`src/rtl/shcsr_pkg.sv`:
```
// Package: register map, field positions and types of the switch host registers
package shcsr_pkg;

	// ===========================================
	// Register offsets (byte addresses)
	localparam logic [7:0] NET_CONTROL_OFS  = 8'h00;
	localparam logic [7:0] NET_STATUS_OFS   = 8'h01;
	localparam logic [7:0] TX_CONTROL_OFS   = 8'h02;
	localparam logic [7:0] RX_CONTROL_OFS   = 8'h05;
	localparam logic [7:0] RX_STATUS_OFS    = 8'h06;
	localparam logic [7:0] LOST_COUNT_OFS   = 8'h07;
	localparam logic [7:0] FLOW_CONTROL_OFS = 8'h0A;
	localparam logic [7:0] MGMT_CONTROL_OFS = 8'h0B;
	localparam logic [7:0] MGMT_ADDRESS_OFS = 8'h0C;
	localparam logic [7:0] MGMT_DATA_LO_OFS = 8'h0D;
	localparam logic [7:0] MGMT_DATA_HI_OFS = 8'h0E;

	// ===========================================
	// Field positions
	localparam int CLEAR_MODE_BIT   = 5;
	localparam int LINK_CHANGE_BIT  = 5;
	localparam int SLOT2_SENT_BIT   = 3;
	localparam int SLOT1_SENT_BIT   = 2;
	localparam int SLOT2_NO_FCS_BIT = 3;
	localparam int SLOT1_NO_FCS_BIT = 1;
	localparam int TX_REQUEST_BIT   = 0;
	localparam int HASH_ALL_BIT     = 7;
	localparam int DROP_BAD_FCS_BIT = 4;
	localparam int PASS_MCAST_BIT   = 3;
	localparam int PROMISC_BIT      = 1;
	localparam int RX_ENABLE_BIT    = 0;
	localparam int WRAP_BIT         = 7;
	localparam int FLOW_ENABLE_BIT  = 5;
	localparam int SIZE_FLAG_BIT    = 6;
	localparam int RELOAD_BIT       = 5;
	localparam int WRITE_EN_BIT     = 4;
	localparam int TARGET_SEL_BIT   = 3;
	localparam int READ_CMD_BIT     = 2;
	localparam int WRITE_CMD_BIT    = 1;
	localparam int BUSY_BIT         = 0;

	// ===========================================
	// Writable masks and reset values
	localparam logic [7:0] NET_CONTROL_MASK  = 8'h20;
	localparam logic [7:0] TX_CONTROL_MASK   = 8'h0B;
	localparam logic [7:0] RX_CONTROL_MASK   = 8'hFF;
	localparam logic [7:0] FLOW_CONTROL_MASK = 8'h20;
	localparam logic [7:0] MGMT_CONTROL_MASK = 8'h3E;
	localparam logic [7:0] MGMT_ADDRESS_RST  = 8'h40;
	localparam logic [7:0] BYTE_RST          = 8'h00;
	localparam logic [6:0] COUNT_MAX         = 7'h7F;

	// ===========================================
	// Carriers
	typedef enum logic [1:0] {
		FRAME_RESERVED,
		FRAME_IGMP,
		FRAME_MLD,
		FRAME_BPDU
	} shcsr_frame_kind_t;

	typedef struct packed {
		logic              multicast_flag;
		shcsr_frame_kind_t frame_kind;
		logic [1:0]        source_port;
		logic              fcs_error;
		logic              fifo_overrun_flag;
	} shcsr_rx_status_t;

	typedef struct packed {
		logic receive_enable;
		logic promiscuous_enable;
		logic pass_all_multicast;
		logic drop_bad_fcs;
		logic hash_every_address;
		logic flow_enable;
	} shcsr_rx_ctl_t;

	typedef struct packed {
		logic        go;
		logic        mgmt_target_select;
		logic        is_write;
		logic [1:0]  phy_address_low;
		logic [5:0]  mgmt_word_address;
		logic [15:0] data;
	} shcsr_mgmt_req_t;

endpackage : shcsr_pkg

```
`src/rtl/shcsr_regs.sv`:
```
// Module: host control and status register bank on Avalon-MM
//
// Chosen here: the Avalon-MM register port.
`timescale 1ns/100ps
// Notes on behaviour
// Link change on port 0 or 1 sets status bit 5; write 1 clears.
// Slot 2 done sets status bit 3; slot 1 done sets bit 2.
// Clear-mode 1: done flags clear by write 1; 0: read or write 1.
// Transmit request bit starts sending; hardware clears it when sending completes.
// Control bits 3 and 1 suppress FCS for slots 2 and 1.
// Receive control holds enable, promiscuous, pass-multicast; all reset to 0.
// Receive control bit 4 drops frames failing the FCS check.
// Receive control bit 7 filters every address through the hash table.
// Read-only receive status: multicast, kind, source port, FCS error, overrun.
// Bits 6:0 count frames lost to overrun; a read clears them.
// Bit 7 flags counter wrap; a read clears it.
// Flow control bit 5 enables pause frames on buffer water marks.
// Target select bit 3: 0 picks EEPROM, 1 picks PHY.
// Bit 2 starts a read, bit 1 a write; EEPROM writes need bit 4.
// Host clears command bits after completion; device never does.
// Bit 5 requests configuration reload from EEPROM; host clears it afterwards.
// Busy bit 0 reads 1 while a management access runs.
// Bit 6 shows attached EEPROM size: 0 smaller, 1 larger.
// Clear-mode 0: done flags clear after being read; 1: write 1 only. Link change flag clears by write 1 only.
// Address register: PHY address low bits 7:6, word address 5:0.
// Two data registers hold low and high byte of the management word.
// Host loads address and data, selects, commands, then polls busy.
// Reserved bits read as 0 and ignore writes; receive control bits 6, 5 and 2 are stored and read back as written.
module shcsr_regs
	import shcsr_pkg::*;
(
	// Clock and reset
	input  wire logic             clk,
	input  wire logic             sys_rst,
	// Avalon-MM slave
	input  wire logic [7:0]       avs_address,
	input  wire logic             avs_read,
	input  wire logic             avs_write,
	input  wire logic [7:0]       avs_writedata,
	output logic      [7:0]       avs_readdata,
	output logic                  avs_waitrequest,
	// Link and transmit events (same clock)
	input  wire logic [1:0]       link_up,
	input  wire logic             slot1_done,
	input  wire logic             slot2_done,
	input  wire logic             tx_complete,
	// Transmit controls
	output logic                  transmit_request,
	output logic                  slot1_no_fcs,
	output logic                  slot2_no_fcs,
	// Receive side
	output shcsr_rx_ctl_t         rx_ctl,
	input  wire shcsr_rx_status_t rx_status,
	input  wire logic             lost_frame,
	// Management engine
	output shcsr_mgmt_req_t       mgmt_req,
	output logic                  eeprom_reload,
	input  wire logic             mgmt_active,
	input  wire logic             mgmt_rd_valid,
	input  wire logic [15:0]      mgmt_rd_data,
	input  wire logic             eeprom_size_flag
);

	// ===========================================
	// Bus decode
	logic       ack_reg;
	logic       [7:0] rdata_reg;
	wire        req      = (avs_read | avs_write) & ~ack_reg;
	wire        wr_stb   = avs_write & ~ack_reg;
	wire        rd_stb   = avs_read & ~ack_reg;
	wire        sel_ncr  = avs_address == NET_CONTROL_OFS;
	wire        sel_nsr  = avs_address == NET_STATUS_OFS;
	wire        sel_tcr  = avs_address == TX_CONTROL_OFS;
	wire        sel_rcr  = avs_address == RX_CONTROL_OFS;
	wire        sel_rsr  = avs_address == RX_STATUS_OFS;
	wire        sel_lost = avs_address == LOST_COUNT_OFS;
	wire        sel_fcr  = avs_address == FLOW_CONTROL_OFS;
	wire        sel_epc  = avs_address == MGMT_CONTROL_OFS;
	wire        sel_epa  = avs_address == MGMT_ADDRESS_OFS;
	wire        sel_dlo  = avs_address == MGMT_DATA_LO_OFS;
	wire        sel_dhi  = avs_address == MGMT_DATA_HI_OFS;

	assign avs_waitrequest = ~ack_reg;
	assign avs_readdata    = rdata_reg;

	// ===========================================
	// Register storage
	logic [7:0] ncr_reg;
	logic [7:0] tcr_reg;
	logic [7:0] rcr_reg;
	logic [7:0] fcr_reg;
	logic [7:0] epc_reg;
	logic [7:0] epa_reg;
	logic [7:0] dlo_reg;
	logic [7:0] dhi_reg;
	logic       link_change_flag_reg;
	logic       slot1_sent_flag_reg;
	logic       slot2_sent_flag_reg;
	logic [6:0] lost_packet_count_reg;
	logic       lost_count_wrap_reg;
	logic [1:0] link_prev_reg;
	logic       active_prev_reg;

	wire        flag_clear_mode = ncr_reg[CLEAR_MODE_BIT];
	wire        link_event      = link_up != link_prev_reg;

	// ===========================================
	// Flag updates, set wins over clear
	wire        nsr_wr     = wr_stb & sel_nsr;
	wire        nsr_rd     = rd_stb & sel_nsr & ~flag_clear_mode;
	wire        clr_link   = nsr_wr & avs_writedata[LINK_CHANGE_BIT];
	wire        clr_slot1  = (nsr_wr & avs_writedata[SLOT1_SENT_BIT]) | nsr_rd;
	wire        clr_slot2  = (nsr_wr & avs_writedata[SLOT2_SENT_BIT]) | nsr_rd;
	wire        link_next  = link_event | (link_change_flag_reg & ~clr_link);
	wire        slot1_next = slot1_done | (slot1_sent_flag_reg & ~clr_slot1);
	wire        slot2_next = slot2_done | (slot2_sent_flag_reg & ~clr_slot2);

	// ===========================================
	// Lost frame counter, event wins over read clear
	wire        lost_rd    = rd_stb & sel_lost;
	wire [6:0]  count_base = lost_rd ? 7'h00 : lost_packet_count_reg;
	wire        count_wrap = lost_frame & (count_base == COUNT_MAX);
	wire [6:0]  count_next = lost_frame ? count_base + 7'h01 : count_base;
	wire        wrap_next  = count_wrap | (lost_count_wrap_reg & ~lost_rd);

	// ===========================================
	// Transmit request: host sets, completion clears
	wire        tcr_wr     = wr_stb & sel_tcr;
	wire [7:0]  tcr_wval   = avs_writedata & TX_CONTROL_MASK;
	wire        transmit_request_next = tx_complete ? 1'b0 : (tcr_wr ? tcr_wval[TX_REQUEST_BIT] : tcr_reg[TX_REQUEST_BIT]);
	wire [7:0]  tcr_next   = {(tcr_wr ? tcr_wval[7:1] : tcr_reg[7:1]), transmit_request_next};

	// ===========================================
	// Management data: host writes, engine read result loads
	wire        mgmt_start = mgmt_active & ~active_prev_reg;
	wire [7:0]  dlo_next   = mgmt_rd_valid ? mgmt_rd_data[7:0] : ((wr_stb & sel_dlo) ? avs_writedata : dlo_reg);
	wire [7:0]  dhi_next   = mgmt_rd_valid ? mgmt_rd_data[15:8] : ((wr_stb & sel_dhi) ? avs_writedata : dhi_reg);

	// ===========================================
	// Read mux
	wire [7:0]  nsr_val  = {2'b00, link_change_flag_reg, 1'b0, slot2_sent_flag_reg, slot1_sent_flag_reg, 2'b00};
	wire [7:0]  rsr_val  = {1'b0, rx_status};
	wire [7:0]  lost_val = {lost_count_wrap_reg, lost_packet_count_reg};
	wire [7:0]  epc_val  = {1'b0, eeprom_size_flag, epc_reg[5:1], mgmt_active};
	wire [7:0]  rd_mux   = sel_ncr  ? ncr_reg :
	                       sel_nsr  ? nsr_val :
	                       sel_tcr  ? tcr_reg :
	                       sel_rcr  ? rcr_reg :
	                       sel_rsr  ? rsr_val :
	                       sel_lost ? lost_val :
	                       sel_fcr  ? fcr_reg :
	                       sel_epc  ? epc_val :
	                       sel_epa  ? epa_reg :
	                       sel_dlo  ? dlo_reg :
	                       sel_dhi  ? dhi_reg : 8'h00;

	// ===========================================
	// Outputs to the datapath
	assign transmit_request           = tcr_reg[TX_REQUEST_BIT];
	assign slot1_no_fcs               = tcr_reg[SLOT1_NO_FCS_BIT];
	assign slot2_no_fcs               = tcr_reg[SLOT2_NO_FCS_BIT];
	assign rx_ctl.receive_enable      = rcr_reg[RX_ENABLE_BIT];
	assign rx_ctl.promiscuous_enable  = rcr_reg[PROMISC_BIT];
	assign rx_ctl.pass_all_multicast  = rcr_reg[PASS_MCAST_BIT];
	assign rx_ctl.drop_bad_fcs        = rcr_reg[DROP_BAD_FCS_BIT];
	assign rx_ctl.hash_every_address  = rcr_reg[HASH_ALL_BIT];
	assign rx_ctl.flow_enable         = fcr_reg[FLOW_ENABLE_BIT];
	assign mgmt_req.mgmt_target_select = epc_reg[TARGET_SEL_BIT];
	assign mgmt_req.is_write          = epc_reg[WRITE_CMD_BIT];
	// Start on a command while idle; EEPROM write needs its enable
	assign mgmt_req.go = ~mgmt_active & ~mgmt_start_seen(epc_reg) & (epc_reg[READ_CMD_BIT] |
	                     (epc_reg[WRITE_CMD_BIT] & (epc_reg[TARGET_SEL_BIT] | epc_reg[WRITE_EN_BIT])));
	assign mgmt_req.phy_address_low   = epa_reg[7:6];
	assign mgmt_req.mgmt_word_address = epa_reg[5:0];
	assign mgmt_req.data              = {dhi_reg, dlo_reg};
	assign eeprom_reload              = epc_reg[RELOAD_BIT];

	// Command held after completion must not restart: blocked until host clears
	logic       done_hold_reg;
	function automatic logic mgmt_start_seen(input logic [7:0] c);
		mgmt_start_seen = done_hold_reg & (c[READ_CMD_BIT] | c[WRITE_CMD_BIT]);
	endfunction : mgmt_start_seen

	wire        cmd_bits  = epc_reg[READ_CMD_BIT] | epc_reg[WRITE_CMD_BIT];
	wire        hold_next = (mgmt_start | done_hold_reg) & cmd_bits;

	// ===========================================
	// Sequential logic
	always_ff @(posedge clk) begin
		if (sys_rst) begin
			ack_reg               <= 1'b0;
			rdata_reg             <= BYTE_RST;
			ncr_reg               <= BYTE_RST;
			tcr_reg               <= BYTE_RST;
			rcr_reg               <= BYTE_RST;
			fcr_reg               <= BYTE_RST;
			epc_reg               <= BYTE_RST;
			epa_reg               <= MGMT_ADDRESS_RST;
			dlo_reg               <= BYTE_RST;
			dhi_reg               <= BYTE_RST;
			link_change_flag_reg  <= 1'b0;
			slot1_sent_flag_reg   <= 1'b0;
			slot2_sent_flag_reg   <= 1'b0;
			lost_packet_count_reg <= 7'h00;
			lost_count_wrap_reg   <= 1'b0;
			link_prev_reg         <= link_up;
			active_prev_reg       <= 1'b0;
			done_hold_reg         <= 1'b0;
		end else begin
			ack_reg               <= req;
			rdata_reg             <= rd_stb ? rd_mux : rdata_reg;
			link_prev_reg         <= link_up;
			active_prev_reg       <= mgmt_active;
			done_hold_reg         <= hold_next;
			link_change_flag_reg  <= link_next;
			slot1_sent_flag_reg   <= slot1_next;
			slot2_sent_flag_reg   <= slot2_next;
			lost_packet_count_reg <= count_next;
			lost_count_wrap_reg   <= wrap_next;
			tcr_reg               <= tcr_next;
			dlo_reg               <= dlo_next;
			dhi_reg               <= dhi_next;
			if (wr_stb & sel_ncr) begin
				ncr_reg <= avs_writedata & NET_CONTROL_MASK;
			end
			if (wr_stb & sel_rcr) begin
				rcr_reg <= avs_writedata & RX_CONTROL_MASK;
			end
			if (wr_stb & sel_fcr) begin
				fcr_reg <= avs_writedata & FLOW_CONTROL_MASK;
			end
			if (wr_stb & sel_epc) begin
				epc_reg <= avs_writedata & MGMT_CONTROL_MASK;
			end
			if (wr_stb & sel_epa) begin
				epa_reg <= avs_writedata;
			end
		end
	end

endmodule : shcsr_regs

```
`config.mk`:
```
export PLATFORM = sky130hd
export DESIGN_NAME = shcsr_regs
export DESIGN_NICKNAME = d
export VERILOG_FILES = /design/src/rtl/shcsr_pkg.sv /design/src/rtl/shcsr_regs.sv
export SDC_FILE = /design/constraint.sdc
export NUM_CORES = 1
export LEC_CHECK = 0
export BUFFER_PORTS_ARGS = -buffer_cell sky130_fd_sc_hd__buf_2
export CAP_MARGIN = 15
export CORE_MARGIN = 2
export CORE_UTILIZATION = 56
export CTS_CLUSTER_DIAMETER = 100
export DETAILED_ROUTE_END_ITERATION = 6
export GPL_TIMING_DRIVEN = 0
export PLACE_DENSITY = 0.82
export SETUP_SLACK_MARGIN = 0.02
export SYNTH_ARGS = -nofsm -noshare
export SYNTH_HDL_FRONTEND = slang
export SYNTH_SLANG_ARGS = --single-unit
```
`constraint.sdc`:
```
create_clock -name clk -period 7.79 [get_ports clk]
set_clock_uncertainty 0.05 [all_clocks]
set_input_delay 2.337 -clock clk [delete_from_list [all_inputs] [get_ports clk]]
set_output_delay 2.337 -clock clk [all_outputs]
set_load 0.03 [all_outputs]
```
==> flow_summary.json, run 1 <==
{
  "fin_area_um2": 4290,
  "cts_resized": 0,
  "min_period_ns": 5.26,
  "relSlewSlack": 0.190,
  "drive_above_1_share": 0.245,
  "synth.top_cell.area_share": 0.376,
  "crit_path_start_kind": "input pin",
  "gr-usage-all-layers": 0.335,
  "hp-class": "flip-flop to flip-flop",
  "crit_buf_inv": 2,
  "coreArea_um2": 5990,
  "fill_cells": 511,
  "tightest_slew_ns": 1.20,
  "status": "finished clean",
  "cpMostUsedCell": "buf_2",
  "path_cells": "buf_2, a211oi_1, buf_2",
  "num_io_pins": 98,
  "max_stage_delay_ns": 0.23,
  "vias_per_cell": 6.03,
  "cts.sinks": 66,
  "setup_tns_ns": 0,
  "die_h_um": 83.3,
  "yosys-top-cells-area": "dfxtp_1 38%, mux2i_1 11%, nor2_1 5.9%",
  "clkSlewWorstSetupHoldPaths_ns": 0.07,
  "dpl_cell_area_um2": 4080,
  "fmax_mhz": 190,
  "synth_edf_count": 0,
  "post_cts_buffers": 0,
  "yosysUniqueCellTypes": 54,
  "leakagePower_uw": 0.00195,
  "slew_viol_final": 0,
  "synthTopCellsByCount": "66 x dfxtp_1, 55 x nor2_1, 45 x nand2_1",
  "seq_area_um2": 1320,
  "insertion_delay_ns": 0.35,
  "ys.warnings.count": 0,
  "dieArea_um2": 6930,
  "start_util": 0.587,
  "cts_tree": "built",
  "powerDensity_nw_per_um2": 179,
  "postSynthCellCount": 418,
  "area_delta_synth_final_pct": 21.8,
  "multi_input_area_um2": 2000,
  "grt_max_degree": 11,
  "setup_viol": 0,
  "hold_viol": 0,
  "grt_pass1_wl_um": 18300,
  "h-tree-depth": 3,
  "hpwl_um": 8670,
  "cts_root_buf": "clkbuf_8",
  "gp_congestion": 0.966,
  "drc": 0,
  "end_kind": "primary output",
  "nets": 576,
  "holdBufCountCts": 0,
  "die_x_um": 83.3,
  "yosysMostFrequentCell": "dfxtp_1",
  "vias": 3630,
  "first_pass_iters": 5,
  "worst_path_max_delay_cell": "buf_2",
  "finalHoldWorstSlack_ns": 0.399,
  "synth_area_um2": 3520,
  "rows": 28,
  "finalCoreUtilization": 0.715,
  "fin_total_pwr_uw": 766,
  "arrival_ns": 2.88,
  "cp_top_family": "buffers and inverters",
  "ant_nets": 0,
  "maxCapViolCount": 0,
  "post_drt_wl_per_cell_um": 19.4,
  "drt_wl_total_um": 11700,
  "synthArstFlopShare": 0,
  "ys.flop_type": "dfxtp_1",
  "crit_path_max_fanout": 4,
  "grt_pass1_vias": 3460,
  "fin_crit_sh": 0.676,
  "port_buffers": 94,
  "yosysTopAreaCell": "dfxtp_1",
  "clock_path_buffers": 2,
  "grt_antenna_before_repair": 0,
  "vdd_ir_drop_max_mv": 0.134,
  "critPathRequiredTime_ns": 5.40,
  "synth-seq-cells": 66,
  "crit_type": "input pin to primary output",
  "cts_buffers": 9,
  "rsz0062_at_grt": "false",
  "syn_nets": 471,
  "first_iter_violations": 253,
  "n_antenna_cell": 0,
  "grt-ovfl-total": 0,
  "syn_area_per_cell_um2": 8.41,
  "seq_area_frac_synth": 0.376
}
-- logic make-up (layout without fill, tap and decap cells) --
family	after synthesis	after routing	share of synthesized area
buffers and inverters	41	150	0.0569
adders and majority gates	1	1	0.00356
DFF	66	66	0.376
AOI/OAI and AO/OA	89	89	0.158
muxes	58	58	0.172
xor gates and xnor gates	7	7	0.0174
and+or+nand+nor	156	156	0.216
-- per-stage QoR --
step / std cells / setup slack [ns]
6_report: 602 / 2.53
5_1_grt: 602 / 2.49
4_1_cts: 602 / 2.52
3_5_place_dp: 587 / 2.53
3_3_place_gp: 587 / 2.55
2_1_floorplan: 418 / 2.33
-- layout by cell type (no fill, tap or decap), types with 3 or more instances in the layout --
cell,Yosys,routed
a31oi_1,3,3
a21oi_1,33,33
nor3_1,6,6
nor2b_1,9,9
nor2_1,55,55
dfxtp_1,66,66
nand3_1,11,11
clkbuf_1,18,19
mux2_1,16,16
a22oi_1,3,3
clkbuf_8,0,12
o211ai_1,4,4
o22ai_1,4,4
buf_2,1,95
inv_1,11,11
o21ai_0,19,19
o32ai_1,3,3
nand2_1,45,45
nand4_1,3,3
mux2_2,4,4
mux2i_1,38,38
nand2b_1,8,8
a32oi_1,4,4
buf_4,8,8
xnor2_1,6,6
-- power breakdown --
| group | internal [uW] | switching [uW] | total (uW) |
|---|---|---|---|
| Combinational | 39.8 | 73.4 | 113 |
| Clock | 172 | 127 | 299 |
| Sequential | 346 | 7.11 | 353 |
-- worst min-delay path: stages, from the launching register on --
cell	delay [ns]
dfxtp_1	0.31
nand2_1	0.05
a21oi_1	0.05
-- per-layer routing --
| layer | global-route usage | share of wire | vias to the layer above |
|---|---|---|---|
| met5 | 0 | 0 | - |
| met4 | 0.128 | 0.028 | 0 |
| met3 | 0.0606 | 0.078 | 30 |
| met2 | 0.534 | 0.47 | 191 |
| met1 | 0.453 | 0.43 | 1715 |
| li1 | - | - | 1694 |
-- cell type report --
cell class	instances	share of cell area
multi-input combinational	311	0.466
sequential	66	0.308
timing repair buffer	94	0.110
clock buffer	13	0.0394
buffer	30	0.0371
tap	75	0.0219
inverter	11	0.00964
clock inverter	2	0.00818
-- path summary, 6_finish.rpt --
| check | startpoint | endpoint | slack (ns) | depth (start not counted) |
|---|---|---|---|---|
| worst min-delay path | avs_readdata[7] | avs_readdata[7] | 0.40 | 2 |
| worst max register to register | ack_reg | dlo_reg[5] | 5.62 | 5 |
| worst max-delay path | mgmt_active | mgmt_req[26] | 2.53 | 3 |
| worst min register to register | avs_readdata[7] | avs_readdata[7] | 0.40 | 2 |
No activity file was read; power rests on OpenSTA's default activity.
==> run 2: changes to the inputs <==
Settings changed: CORE_UTILIZATION 56 to 52, PLACE_DENSITY 0.82 to 0.77.
Clock period 7.79 ns to 5.2 ns, I/O delays scaled along.
==> run 2 against run 1 <==
Utilization decreased by 5.4 points. Clock-buffer cell count fell by 3. First-iteration DRC count is 9.1% lower. Die area is 7.3% higher. Critical endpoint unchanged.
==> flow_summary.json, run 2 (synthesis results as in run 1) <==
{
  "hpwl_um": 8470,
  "worst_path_max_delay_cell": "buf_2",
  "drt_wl_total_um": 11100,
  "relSlewSlack": 0.211,
  "powerDensity_nw_per_um2": 261,
  "top_layer_used": "met4",
  "ant_nets": 0,
  "insertion_delay_ns": 0.35,
  "cts_buffers": 9,
  "fin_crit_sh": 0.707,
  "mostFrequentLayoutCell": "buf_2",
  "crit_path_max_fanout": 4,
  "setup_viol": 0,
  "n_antenna_cell": 0,
  "min_period_ns": 3.68,
  "vias_per_cell": 5.83,
  "hold_viol": 0,
  "crit_type": "input pin to primary output",
  "met2_wirelength_um": 5080,
  "drc": 0,
  "first_pass_iters": 7,
  "max_stage_delay_ns": 0.22,
  "cts.sinks": 66,
  "drive_above_1_share": 0.246,
  "cts_root_buf": "clkbuf_8",
  "layout_common_cells": "95 x buf_2, 66 x dfxtp_1, 55 x nor2_1",
  "crit_buf_inv": 2,
  "wl_met1_um": 5020,
  "wl_met3_um": 778,
  "die_x_um": 86.2,
  "clkSlewWorstSetupHoldPaths_ns": 0.07,
  "maxCapViolCount": 0,
  "port_buffers": 94,
  "grt-ovfl-total": 0,
  "post_layout_nonfiller_instances": 605,
  "hp-start": "avs_readdata[7]",
  "grt_pass1_vias": 3303,
  "gr-usage-all-layers": 0.305,
  "min_path_cells": 2,
  "area_delta_synth_final_pct": 21.4,
  "fmax_mhz": 272,
  "grt_pass1_wl_um": 17200,
  "min_to": "avs_readdata[7]",
  "clock_path_buffers": 2,
  "rows": 29,
  "tightest_slew_ns": 1.17,
  "die_h_um": 86.2,
  "rr_worst_depth": 5,
  "gp_congestion": 0.958,
  "setup_ws_ns": 1.52,
  "nets": 576,
  "slew_viol_final": 0,
  "path_cells": "buf_2, a211oi_1, buf_2",
  "grt_max_degree": 12,
  "fin_area_um2": 4270,
  "critPathRequiredTime_ns": 3.59,
  "timing.rr.end": "dlo_reg[2]",
  "start_util": 0.545,
  "arrival_ns": 2.07,
  "cp_top_family": "buffers and inverters",
  "grt_antenna_before_repair": 0,
  "coreArea_um2": 6460,
  "cts_tree": "built",
  "crit_path_start_kind": "input pin",
  "reg2reg_slack_ns": 3.09,
  "vias": 3529,
  "post_drt_wl_per_cell_um": 18.4,
  "first_iter_violations": 230,
  "hp-class": "flip-flop to flip-flop",
  "cpMostUsedCell": "buf_2",
  "cts_resized": 0,
  "holdBufCountCts": 0,
  "dpl_cell_area_um2": 4080,
  "leakagePower_uw": 0.00194,
  "dp.cells": 589,
  "vdd_ir_drop_max_mv": 0.236,
  "status": "finished clean",
  "num_io_pins": 98,
  "end_kind": "primary output",
  "dieArea_um2": 7440,
  "setup_tns_ns": 0,
  "regToRegStartpoint": "ack_reg",
  "post_cts_buffers": 0,
  "rsz0062_at_grt": "false",
  "dp_slack_ns": 1.32,
  "finalCoreUtilization": 0.661,
  "h-tree-depth": 3
}
## run 2: changes by cell type in the layout (fill, tap and decap cells not counted)
cell / delta
clkbuf_8: -3
clkinv_2: +3
clkinvlp_4: +1
## run 2: layout make-up
type	instances	area [um^2]
Inverter	11	41.3
Sequential cell	66	1320
Tap cell	77	96.3
Clock buffer	10	128
Clock inverter	6	57.6
Timing Repair Buffer	94	470
Multi-Input combinational cell	311	2000
Fill cell	580	2190
Buffer	30	159
## run 2: how the worst max path moves through the flow
stage                                    end  slack [ns]  depth (start not counted)            from
floorplan                       mgmt_req[26]        1.30                          1     mgmt_active
global placement         lost_count_wrap_reg        1.35                         10  avs_address[5]
global route                    mgmt_req[26]        1.50                          3     mgmt_active
finish                          mgmt_req[26]        1.52                          3     mgmt_active
detailed placement  lost_packet_count_reg[6]        1.32                         10  avs_address[5]
CTS                             mgmt_req[26]        1.52                          3     mgmt_active
## run 2: through the flow
stage	total power (uW)	hold WS (ns)
after floorplan	638	0.382
after global placement	700	0.388
after detailed placement	702	0.398
after CTS	1110	0.408
after global routing	1150	0.446
final	1110	0.411
## run 2: tightest hold or removal path, delay by kind of cell, from the launching register on
kind,cells,cell delay [ns]
and+or+nand+nor,1,0.05
DFF,1,0.31
AOI/OAI and AO/OA,1,0.05
## run 2: per-layer routing
metal	vias to the layer above	global-route usage
met2	163	0.482
met4	0	0.122
met5	-	0
met3	21	0.0543
met1	1660	0.415
li1	1685	-
## run 2: report_power, final
group	switching [uW]	internal [uW]	leakage [uW]
logic	106	59.6	0.00130
registers	10.3	518	0.000538
clock network	202	218	0.0000958
total	318	796	0.00194
